**src/hpcb_pkg.sv**
```systemverilog
// Notes on behaviour
// - bits 5:4 set port three drive boost
// - bits 3:2 set port two drive boost
// - swap bit exchanges D+ and D- pins
// - swap covers upstream and downstream pairs
// - swap bits 3,2,0 used; others reserved
// - only port count reported; host numbers ports
// - remap mode presents mapped logical numbers
// - upper map nibble controls physical port two
// - codes above 0011 are illegal
// - lower map nibble controls physical port one
package hpcb_pkg;
    localparam logic [7:0] BOOST_ADDR = 8'hF0;
    localparam logic [7:0] SWAP_ADDR = 8'hF1;
    localparam logic [7:0] MAP12_ADDR = 8'hF2;
    localparam logic [7:0] BOOST_RESET = 8'h00;
    localparam logic [7:0] SWAP_RESET = 8'h00;
    localparam logic [7:0] MAP12_RESET = 8'h21;
    localparam logic [7:0] BOOST_RW_MASK = 8'h3C;
    localparam logic [7:0] SWAP_RW_MASK = 8'h0D;
    localparam int BOOST3_LSB = 4;
    localparam int BOOST2_LSB = 2;
    localparam int MAP_PORT2_LSB = 4;
    localparam int MAP_PORT1_LSB = 0;
    localparam logic [3:0] MAP_DISABLED = 4'h0;
    localparam logic [3:0] MAP_MAX_LEGAL = 4'h3;
    localparam logic [3:0] PHYS_PORT1 = 4'h1;
    localparam logic [3:0] PHYS_PORT2 = 4'h2;
    localparam int NUM_PAIRS = 4;

    typedef enum logic [1:0] {
        BOOST_NONE,
        BOOST_LOW,
        BOOST_MEDIUM,
        BOOST_HIGH
    } hpcb_boost_e;

    typedef struct packed {
        logic [7:0] boost;
        logic [7:0] swap;
        logic [7:0] map12;
    } hpcb_regs_s;

    typedef struct packed {
        logic [NUM_PAIRS-1:0] dp;
        logic [NUM_PAIRS-1:0] dm;
    } hpcb_pair_s;
endpackage

```
**src/hpcb_port_config.sv**
```systemverilog
`timescale 1ns/10ps
`default_nettype none
module hpcb_port_config (
    input wire logic clk,
    input wire logic resetn,
    input wire logic cfg_wr,
    input wire logic cfg_rd,
    input wire logic [7:0] cfg_addr,
    input wire logic [7:0] cfg_wdata,
    output logic [7:0] cfg_rdata,
    input wire logic remap_mode_enable,
    output hpcb_pkg::hpcb_boost_e port_three_drive_level,
    output hpcb_pkg::hpcb_boost_e port_two_drive_level,
    output logic [3:0] pair_pin_swap_bits,
    output logic [3:0] port_one_logical,
    output logic [3:0] port_two_logical,
    output logic [1:0] downstream_port_count,
    input wire hpcb_pkg::hpcb_pair_s func_out,
    input wire logic [3:0] func_oe,
    output hpcb_pkg::hpcb_pair_s pin_out,
    output logic [3:0] pin_oe,
    input wire hpcb_pkg::hpcb_pair_s pin_in,
    output hpcb_pkg::hpcb_pair_s func_in
);
    typedef struct packed {
        hpcb_pkg::hpcb_regs_s regs;
        logic [7:0] rdata;
        hpcb_pkg::hpcb_pair_s sync1;
        hpcb_pkg::hpcb_pair_s sync2;
        hpcb_pkg::hpcb_pair_s rx;
    } hpcb_state_s;

    hpcb_state_s st_reg;
    hpcb_state_s st_next;

    ////////////////////////////////////////////////////////////////////////
    // illegal codes fall back to disabled so a bad byte never aliases a port
    function automatic logic [3:0] map_decode(input logic [3:0] code);
        map_decode = (code > hpcb_pkg::MAP_MAX_LEGAL) ? hpcb_pkg::MAP_DISABLED : code;
    endfunction

    logic [3:0] code_p1;
    logic [3:0] code_p2;

    always_comb begin
        code_p1 = st_reg.regs.map12[hpcb_pkg::MAP_PORT1_LSB +: 4];
        code_p2 = st_reg.regs.map12[hpcb_pkg::MAP_PORT2_LSB +: 4];
        if (remap_mode_enable) begin
            port_one_logical = map_decode(code_p1);
            port_two_logical = map_decode(code_p2);
        end else begin
            port_one_logical = hpcb_pkg::PHYS_PORT1;
            port_two_logical = hpcb_pkg::PHYS_PORT2;
        end
        // the hub only tells the host how many ports are live
        downstream_port_count = {1'b0, port_one_logical != hpcb_pkg::MAP_DISABLED}
            + {1'b0, port_two_logical != hpcb_pkg::MAP_DISABLED};
    end

    ////////////////////////////////////////////////////////////////////////
    always_comb begin
        st_next = st_reg;
        st_next.sync1 = pin_in;
        st_next.sync2 = st_reg.sync1;
        // receive path: swap decided after synchronising, never on sync1
        for (int i = 0; i < hpcb_pkg::NUM_PAIRS; i++) begin
            st_next.rx.dp[i] = pair_pin_swap_bits[i] ? st_reg.sync2.dm[i] : st_reg.sync2.dp[i];
            st_next.rx.dm[i] = pair_pin_swap_bits[i] ? st_reg.sync2.dp[i] : st_reg.sync2.dm[i];
        end
        if (cfg_wr) begin
            case (cfg_addr)
                // reserved bits are not stored and so read back zero
                hpcb_pkg::BOOST_ADDR: st_next.regs.boost = cfg_wdata & hpcb_pkg::BOOST_RW_MASK;
                hpcb_pkg::SWAP_ADDR: st_next.regs.swap = cfg_wdata & hpcb_pkg::SWAP_RW_MASK;
                // map byte kept whole; illegal codes are filtered at decode
                hpcb_pkg::MAP12_ADDR: st_next.regs.map12 = cfg_wdata;
                default: st_next.regs = st_reg.regs;
            endcase
        end
        // read data registered; it holds until the next read strobe
        if (cfg_rd) begin
            case (cfg_addr)
                hpcb_pkg::BOOST_ADDR: st_next.rdata = st_reg.regs.boost;
                hpcb_pkg::SWAP_ADDR: st_next.rdata = st_reg.regs.swap;
                hpcb_pkg::MAP12_ADDR: st_next.rdata = st_reg.regs.map12;
                default: st_next.rdata = 8'h00;
            endcase
        end
    end

    always_ff @(posedge clk or negedge resetn) begin
        if (!resetn) begin
            st_reg.regs.boost <= hpcb_pkg::BOOST_RESET;
            st_reg.regs.swap <= hpcb_pkg::SWAP_RESET;
            st_reg.regs.map12 <= hpcb_pkg::MAP12_RESET;
            st_reg.rdata <= 8'h00;
            st_reg.sync1 <= '0;
            st_reg.sync2 <= '0;
            st_reg.rx <= '0;
        end else begin
            st_reg <= st_next;
        end
    end

    ////////////////////////////////////////////////////////////////////////
    // boost is reset to no-boost; raising it is left to software
    assign port_three_drive_level =
        hpcb_pkg::hpcb_boost_e'(st_reg.regs.boost[hpcb_pkg::BOOST3_LSB +: 2]);
    assign port_two_drive_level =
        hpcb_pkg::hpcb_boost_e'(st_reg.regs.boost[hpcb_pkg::BOOST2_LSB +: 2]);
    assign pair_pin_swap_bits = st_reg.regs.swap[3:0];
    assign cfg_rdata = st_reg.rdata;
    assign func_in = st_reg.rx;
    assign pin_oe = func_oe;

    // pair 0 is upstream, pairs 2 and 3 downstream, pair 1 never swaps
    always_comb begin
        for (int i = 0; i < hpcb_pkg::NUM_PAIRS; i++) begin
            pin_out.dp[i] = pair_pin_swap_bits[i] ? func_out.dm[i] : func_out.dp[i];
            pin_out.dm[i] = pair_pin_swap_bits[i] ? func_out.dp[i] : func_out.dm[i];
        end
    end

    ////////////////////////////////////////////////////////////////////////
    AST_BOOST3_WRITE: assert property (@(posedge clk) disable iff (!resetn)
        cfg_wr && cfg_addr == hpcb_pkg::BOOST_ADDR |=>
        port_three_drive_level == $past(cfg_wdata[5:4]))
        else $error("port three boost not taken from write");

    AST_BOOST2_WRITE: assert property (@(posedge clk) disable iff (!resetn)
        cfg_wr && cfg_addr == hpcb_pkg::BOOST_ADDR |=>
        port_two_drive_level == $past(cfg_wdata[3:2]))
        else $error("port two boost not taken from write");

    AST_SWAP_RESERVED: assert property (@(posedge clk) disable iff (!resetn)
        cfg_rd && cfg_addr == hpcb_pkg::SWAP_ADDR |=> cfg_rdata[7:4] == 4'h0 && !cfg_rdata[1])
        else $error("reserved swap bits read nonzero");

    AST_TX_SWAP: assert property (@(posedge clk) disable iff (!resetn)
        pair_pin_swap_bits[0] |-> pin_out.dp[0] == func_out.dm[0] && pin_out.dm[0] == func_out.dp[0])
        else $error("upstream pair not swapped");

    AST_RX_SWAP: assert property (@(posedge clk) disable iff (!resetn)
        ##3 $stable(pair_pin_swap_bits[3]) && !pair_pin_swap_bits[3] |->
        func_in.dp[3] == $past(pin_in.dp[3], 3))
        else $error("downstream receive pair misrouted");

    AST_REMAP_OFF: assert property (@(posedge clk) disable iff (!resetn)
        !remap_mode_enable |-> port_one_logical == 4'h1 && port_two_logical == 4'h2
        && downstream_port_count == 2'h2)
        else $error("identity numbering lost with remap off");

    AST_PORT2_MAP: assert property (@(posedge clk) disable iff (!resetn)
        remap_mode_enable && st_reg.regs.map12[7:4] <= 4'h3 |->
        port_two_logical == st_reg.regs.map12[7:4])
        else $error("port two not mapped from upper nibble");

    AST_ILLEGAL_CODE: assert property (@(posedge clk) disable iff (!resetn)
        remap_mode_enable && st_reg.regs.map12[3:0] > 4'h3 |->
        port_one_logical == 4'h0)
        else $error("illegal port one code not disabled");

    AST_COUNT: assert property (@(posedge clk) disable iff (!resetn)
        remap_mode_enable && port_one_logical == 4'h0 && port_two_logical == 4'h0 |->
        downstream_port_count == 2'h0)
        else $error("port count wrong with both disabled");

    // transmit swap is pure wiring, so these hold in the same cycle
    AST_TX_SWAP_DOWN: assert property (@(posedge clk) disable iff (!resetn)
        pair_pin_swap_bits[3] |->
        pin_out.dp[3] == func_out.dm[3] && pin_out.dm[3] == func_out.dp[3])
        else $error("downstream pair three not swapped");

    AST_TX_PLAIN: assert property (@(posedge clk) disable iff (!resetn)
        !pair_pin_swap_bits[2] |->
        pin_out.dp[2] == func_out.dp[2] && pin_out.dm[2] == func_out.dm[2])
        else $error("unswapped pair two altered");

    AST_PAIR1_FIXED: assert property (@(posedge clk) disable iff (!resetn)
        pin_out.dp[1] == func_out.dp[1] && pin_out.dm[1] == func_out.dm[1])
        else $error("pair one swapped without a control bit");

    // receive side: two sync flops plus the swap flop give three cycles
    AST_RX_SWAPPED: assert property (@(posedge clk) disable iff (!resetn)
        ##3 $stable(pair_pin_swap_bits[0]) && pair_pin_swap_bits[0] |->
        func_in.dp[0] == $past(pin_in.dm[0], 3))
        else $error("upstream receive pair not swapped");

    AST_SWAP_WRITE: assert property (@(posedge clk) disable iff (!resetn)
        cfg_wr && cfg_addr == hpcb_pkg::SWAP_ADDR |=>
        pair_pin_swap_bits == ($past(cfg_wdata[3:0]) & 4'hD))
        else $error("swap bits not taken from write");

    AST_BOOST_RESERVED: assert property (@(posedge clk) disable iff (!resetn)
        cfg_rd && cfg_addr == hpcb_pkg::BOOST_ADDR |=>
        cfg_rdata[7:6] == 2'h0 && cfg_rdata[1:0] == 2'h0)
        else $error("reserved boost bits read nonzero");

    AST_MAP_STORE: assert property (@(posedge clk) disable iff (!resetn)
        cfg_wr && cfg_addr == hpcb_pkg::MAP12_ADDR |=>
        st_reg.regs.map12 == $past(cfg_wdata))
        else $error("map byte not stored");

    AST_PORT1_MAP: assert property (@(posedge clk) disable iff (!resetn)
        remap_mode_enable && st_reg.regs.map12[3:0] <= 4'h3 |->
        port_one_logical == st_reg.regs.map12[3:0])
        else $error("port one not mapped from lower nibble");

    AST_PORT2_ILLEGAL: assert property (@(posedge clk) disable iff (!resetn)
        remap_mode_enable && st_reg.regs.map12[7:4] > 4'h3 |->
        port_two_logical == 4'h0)
        else $error("illegal port two code not disabled");

    // the count must track live ports whatever codes produced them
    AST_COUNT_TWO: assert property (@(posedge clk) disable iff (!resetn)
        port_one_logical != 4'h0 && port_two_logical != 4'h0 |->
        downstream_port_count == 2'h2)
        else $error("port count wrong with both live");

    AST_COUNT_ONE: assert property (@(posedge clk) disable iff (!resetn)
        (port_one_logical == 4'h0) != (port_two_logical == 4'h0) |->
        downstream_port_count == 2'h1)
        else $error("port count wrong with one live");
endmodule
`default_nettype wire

```
**config.mk**
```make
export PLATFORM = sky130hd
export DESIGN_NAME = hpcb_port_config
export DESIGN_NICKNAME = d
export VERILOG_FILES = /design/src/hpcb_pkg.sv /design/src/hpcb_port_config.sv
export SDC_FILE = /design/constraint.sdc
export NUM_CORES = 1
export LEC_CHECK = 0
export ABC_AREA = 1
export BUFFER_PORTS_ARGS = -buffer_cell sky130_fd_sc_hd__buf_2
export CAP_MARGIN = 20
export CORE_AREA = 2 2 62 87
export DETAILED_ROUTE_END_ITERATION = 7
export DIE_AREA = 0 0 64 89
export PLACE_DENSITY = 0.74
export SLEW_MARGIN = 10
export SYNTH_ARGS = -nofsm -noshare
export SYNTH_HDL_FRONTEND = slang
export SYNTH_SLANG_ARGS = --single-unit
export TNS_END_PERCENT = 100
```
**constraint.sdc**
```tcl
create_clock -name clk -period 2.38 [get_ports clk]
set_clock_uncertainty 0.1 [all_clocks]
set_input_delay 0.476 -clock clk [delete_from_list [all_inputs] [get_ports clk]]
set_output_delay 0.476 -clock clk [all_outputs]
set_load 0.02 [all_outputs]
```
==> flow_summary.toml, run 1 <==
[outcome]
outcome = "complete, no violations"

[placement]
gp_congestion = 0.784
portBuffers = 69
dp.final_hpwl_mm = 3.23
dp.cells = 332

[cells_and_area]
nNetsFinal = 318
diodes = 0
areaGrowthSynthToFinish_pct = 13.9
fin_cells = 341
register_area_mm2 = 0.00118
fill_cells = 459
multiInputGateArea_um2 = 637
drive_above_1_share = 0.350

[yosys]
synth_area_per_cell_um2 = 9.38
synth_cells = 230
ys_ff_latch = 47
syn_area_mm2 = 0.00216
ys_warn_count = 0
ys_seq_area_frac = 0.546
synth_cell_type_count = 23

[clocking]
ctsRootBufferMaster = "clkbuf_8"
clockBufferDepth = 2
clkTransAtPathRegs_ns = 0.09
h-tree-depth = 2
clock-sinks = 47
clkLatencyLatePin_ns = 0.30
cts_tree = "yes"
cts_setup_buffers = 0
cts_buffers = 5

[power_and_ir_drop]
leakage_uw = 0.00134
max-vdd-ir-drop_mv = 0.422
power_uw = 1670
power_density_mw_per_mm2 = 679

[sta]
period_share = 0.941
fmax_mhz = 447
rsz0062_at_grt = "false"
finalSetupViolCount = 0
finalSetupTns_ns = 0
hold_viol_final = 0
slew_viol_final = 0
fin_crit_ns = 2.24

[global_route]
track_usage = 0.158
grt_max_degree = 22
overflow = 0
grt_pass1_vias = 1600
antenna_found_initial = 0
grt_pass1_wl_mm = 6.82

[floorplanning]
fp.dieArea_mm2 = 0.00570
dieHeight_um = 89
core_region_area_mm2 = 0.00484
initial_core_util = 0.446
fp.dieW_um = 64
rows = 30
io_pins = 87

[critical_path]
worst-path-buf-inv = 1
r2r_slack_ns = 1.38
crit_chain = "nor4_1, or2_2, ha_1, buf_2"
critical_path_class = "reg2out"
cp_max_fo = 4
reg2regPathDepth = 4
slowest_delay_ns = 0.42
cpLargestDelayFamily = "simple AND/OR/NAND/NOR gates"
cp-start-kind = "flop"
cp_slowest_cell = "dfrtp_1"
arrival_ns = 1.66
crit_start = "code_p1[2]"
end_kind = "output pin"
reg2reg_to = "cfg_rdata[0]"
timing.rr.start = "pair_pin_swap_bits[0]"
worstPathRequired_ns = 1.80

[drt]
drt-total-wl_mm = 4.02
vias = 1535
wl_per_cell_um = 11.8
drc = 0
drt_iter0_drc = 64
vias_per_cell = 4.50
postRouteAntennaNets = 0
dr.pass1.iters = 4

[worst_hold_path]
hold_class = "in2reg"
hold_depth = 1
hold-path-endpoint = "st_next[14]"
hold_start = "pin_in[6]"

[flow_run]
max-cap-violations = 0
-- cells in the mapped netlist (all sizes together) --
library cell	count	area (um^2)
o31ai	2	15.0
nand3	11	55.1
or2	2	12.5
nor2	9	73.8
clkinv	1	3.75
ha	1	12.5
o21ai	31	163
dfstp	2	52.6
dfrtp	45	1130
inv	19	71.3
conb	1	3.75
nor4	2	12.5
nand2	67	274
buf	37	283
-- through the flow --
| stage | hold WS [ns] | area (um^2) | utilization | worst slack (ns) |
|---|---|---|---|---|
| after floorplan | 0.0804 | 2170 | - | 0.0477 |
| after global placement | 0.213 | 2330 | 0.481 | 0.394 |
| after detailed placement | 0.215 | 2330 | 0.481 | 0.332 |
| after CTS | 0.169 | 2460 | 0.507 | 0.169 |
| after global routing | 0.165 | 2460 | 0.507 | 0.112 |
| final | 0.176 | 2460 | 0.507 | 0.141 |
-- repair_timing --
item                                   in CTS  in global routing
resized for setup                           0                  0
endpoints found under the hold margin       6                  0
setup endpoints to repair                   0                  0
hold buffers                                1                  0
-- placed cells by master (no fill, tap or decap), drive strengths merged --
cell / n
buf: 71
bufinv: 1
clkbuf: 5
clkinv: 2
conb: 5
dfrtp: 45
dfstp: 2
dlygate4sd3: 1
ha: 1
inv: 20
nand2: 67
nand3: 11
nor2: 9
nor4: 2
o21ai: 31
o31ai: 2
or2: 2
-- worst register-to-register path, stage by stage, from the launching register on --
cell     delay (ns)
dfrtp_1        0.44
inv_1          0.17
o21ai_1        0.09
nand2_1        0.06
nand2_1        0.04
-- cell families after synthesis --
logic type,count (synthesis),share of synthesized area
AO/OA/AOI/OAI,33,0.0823
adder cells (fa/ha/maj),1,0.00580
buffers and inverters,57,0.166
flip-flops,47,0.546
other,1,0.00174
AND/OR/NAND/NOR,91,0.198
-- worst max-delay path by stage --
stage                     cells past startpoint  slack (ns)                       end
final                                         4        0.14  downstream_port_count[0]
after global placement                        6        0.39  downstream_port_count[0]
after detailed placement                      6        0.33  downstream_port_count[0]
after floorplan                               4        0.05  downstream_port_count[0]
after global routing                          6        0.11  downstream_port_count[0]
after CTS                                     4        0.17  downstream_port_count[0]
-- final cells by class --
| cell class | count | share of cell area |
|---|---|---|
| Sequential cell | 47 | 0.480 |
| Multi-Input combinational cell | 130 | 0.259 |
| Timing Repair Buffer | 72 | 0.151 |
| Tap cell | 64 | 0.0326 |
| Inverter | 20 | 0.0305 |
| Clock buffer | 5 | 0.0280 |
| Clock inverter | 3 | 0.0193 |
-- per-layer routing --
metal | global-route usage | routed length [um]
met5 | 0 | 0
met4 | 0.0731 | 85
met3 | 0.0290 | 176
met2 | 0.305 | 2230
met1 | 0.163 | 1530
-- where the power goes --
| part | leakage, uW | internal [uW] | total [uW] | switching, uW |
|---|---|---|---|---|
| clock | 0.0000587 | 318 | 590 | 271 |
| combinational | 0.000719 | 71.8 | 215 | 143 |
| sequential | 0.000561 | 840 | 863 | 22.8 |
(Power assumes the default switching activity.)
==> inputs of run 2 (changes only) <==
- CORE_AREA: 2 2 62 87 -> 2 2 71 100
- DIE_AREA: 0 0 64 89 -> 0 0 73 102
- PLACE_DENSITY: 0.74 -> unset
- RECOVER_POWER: unset -> 25
==> flow_summary.toml, run 2 (synthesized netlist as in run 1, its figures left out) <==
[outcome]
outcome = "complete, no violations"

[global_route]
overflow = 0
grt_pass1_vias = 1550
grt_pass1_wl_mm = 7.02
track_usage = 0.124
antenna_found_initial = 0
grt_max_degree = 26

[clocking]
h-tree-depth = 2
clock-sinks = 47
clkTransAtPathRegs_ns = 0.08
cts_setup_buffers = 0
cts_buffers = 5
holdBufCountCts = 0
ctsRootBufferMaster = "clkbuf_8"
clockBufferDepth = 2
clkLatencyLatePin_ns = 0.29
cts_resized = 0
cts_tree = "yes"

[sta]
slew_viol_final = 0
fmax_mhz = 451
finalSetupViolCount = 0
tightest_slew_ns = 1.38
finalSetupTns_ns = 0
whs_ns = 0.185
rsz0062_at_grt = "false"
fin_crit_ns = 2.22
period_share = 0.932
hold_viol_final = 0
slew_headroom = 0.0825

[cells_and_area]
final_cell_mix = "buf_2, nand2_1, dfrtp_1, o21ai_0, inv_1"
drive_above_1_share = 0.342
fill_cells = 668
fin_cells = 349
nNetsFinal = 316
layout_commonest_cell = "buf_2"
areaGrowthSynthToFinish_pct = 12.7
diodes = 0

[placement]
dp.final_hpwl_mm = 3.32
gp_congestion = 0.764
portBuffers = 69
dp.cells = 341

[power_and_ir_drop]
max-vdd-ir-drop_mv = 0.247
power_density_mw_per_mm2 = 633
leakage_uw = 0.00131
power_uw = 1540

[floorplanning]
fp.dieArea_mm2 = 0.00745
dieHeight_um = 102
fp.dieW_um = 73
initial_core_util = 0.331
core_region_area_mm2 = 0.00653
rows = 35
io_pins = 87

[critical_path]
critical_path_class = "reg2out"
worstPathRequired_ns = 1.80
end_kind = "output pin"
crit_chain = "nor4_1, or2_2, ha_1, buf_2"
cpLargestDelayFamily = "simple AND/OR/NAND/NOR gates"
cp_max_fo = 4
arrival_ns = 1.64
cp_slowest_cell = "dfrtp_1"
worst-path-buf-inv = 1
slowest_delay_ns = 0.44
cp-start-kind = "flop"

[drt]
vias_per_cell = 4.35
drt_iter0_drc = 43
drc = 0
postRouteAntennaNets = 0
drt-total-wl_mm = 4.23
dr.pass1.iters = 4
wl_per_cell_um = 12.1
vias = 1519

[worst_hold_path]
hold_class = "in2reg"

[flow_run]
max-cap-violations = 0
[run 2: changes by cell type in the layout (fill, tap and decap cells not counted), sizes merged]
cell and delta:
buf -2, inv -1, clkinvlp +1, bufinv -1
dlygate4sd3 -1, clkbuf +2
[run 2: metrics by stage]
| step | worst slack (ns) | area (um^2) | utilization |
|---|---|---|---|
| 2_1_floorplan | 0.0477 | 2170 | - |
| 3_3_place_gp | 0.386 | 2350 | 0.360 |
| 3_5_place_dp | 0.319 | 2350 | 0.360 |
| 4_1_cts | 0.161 | 2430 | 0.373 |
| 5_1_grt | 0.0728 | 2430 | 0.373 |
| 6_report | 0.161 | 2430 | 0.373 |
[run 2: area by class of cell]
cell class	instances	area, um^2	area share
Multi-Input combinational cell	130	637	0.262
Sequential cell	47	1180	0.485
Tap cell	74	92.6	0.0381
Inverter	20	75.1	0.0309
Clock buffer	6	72.6	0.0298
Clock inverter	2	12.5	0.00514
Timing Repair Buffer	70	364	0.150
[run 2: layer usage]
layer	GRT usage	wire [um]	up-vias
met1	0.134	1630	706
li1	-	-	770
met5	0	0	-
met4	0.0570	65	0
met3	0.0325	208	4
met2	0.224	2330	39
[run 2: report_power, final]
| part | switching (uW) | internal, uW | leakage, uW |
|---|---|---|---|
| logic | 144 | 71.6 | 0.000712 |
| clock network | 255 | 206 | 0.0000412 |
| registers | 22.0 | 840 | 0.000561 |
[run 2: worst paths after layout]
path	startpoint	to	slack (ns)	cells after the start
setup reg to reg	pair_pin_swap_bits[0]	cfg_rdata[0]	1.38	4
hold / removal	pin_in[6]	st_next[14]	0.19	1
hold reg to reg	st_next[12]	st_reg[12]	0.25	0
min in group asynchronous	resetn	st_next[10]	0.38	1
max in group asynchronous	resetn	code_p2[1]	0.96	2
setup / recovery	code_p1[3]	downstream_port_count[0]	0.16	4
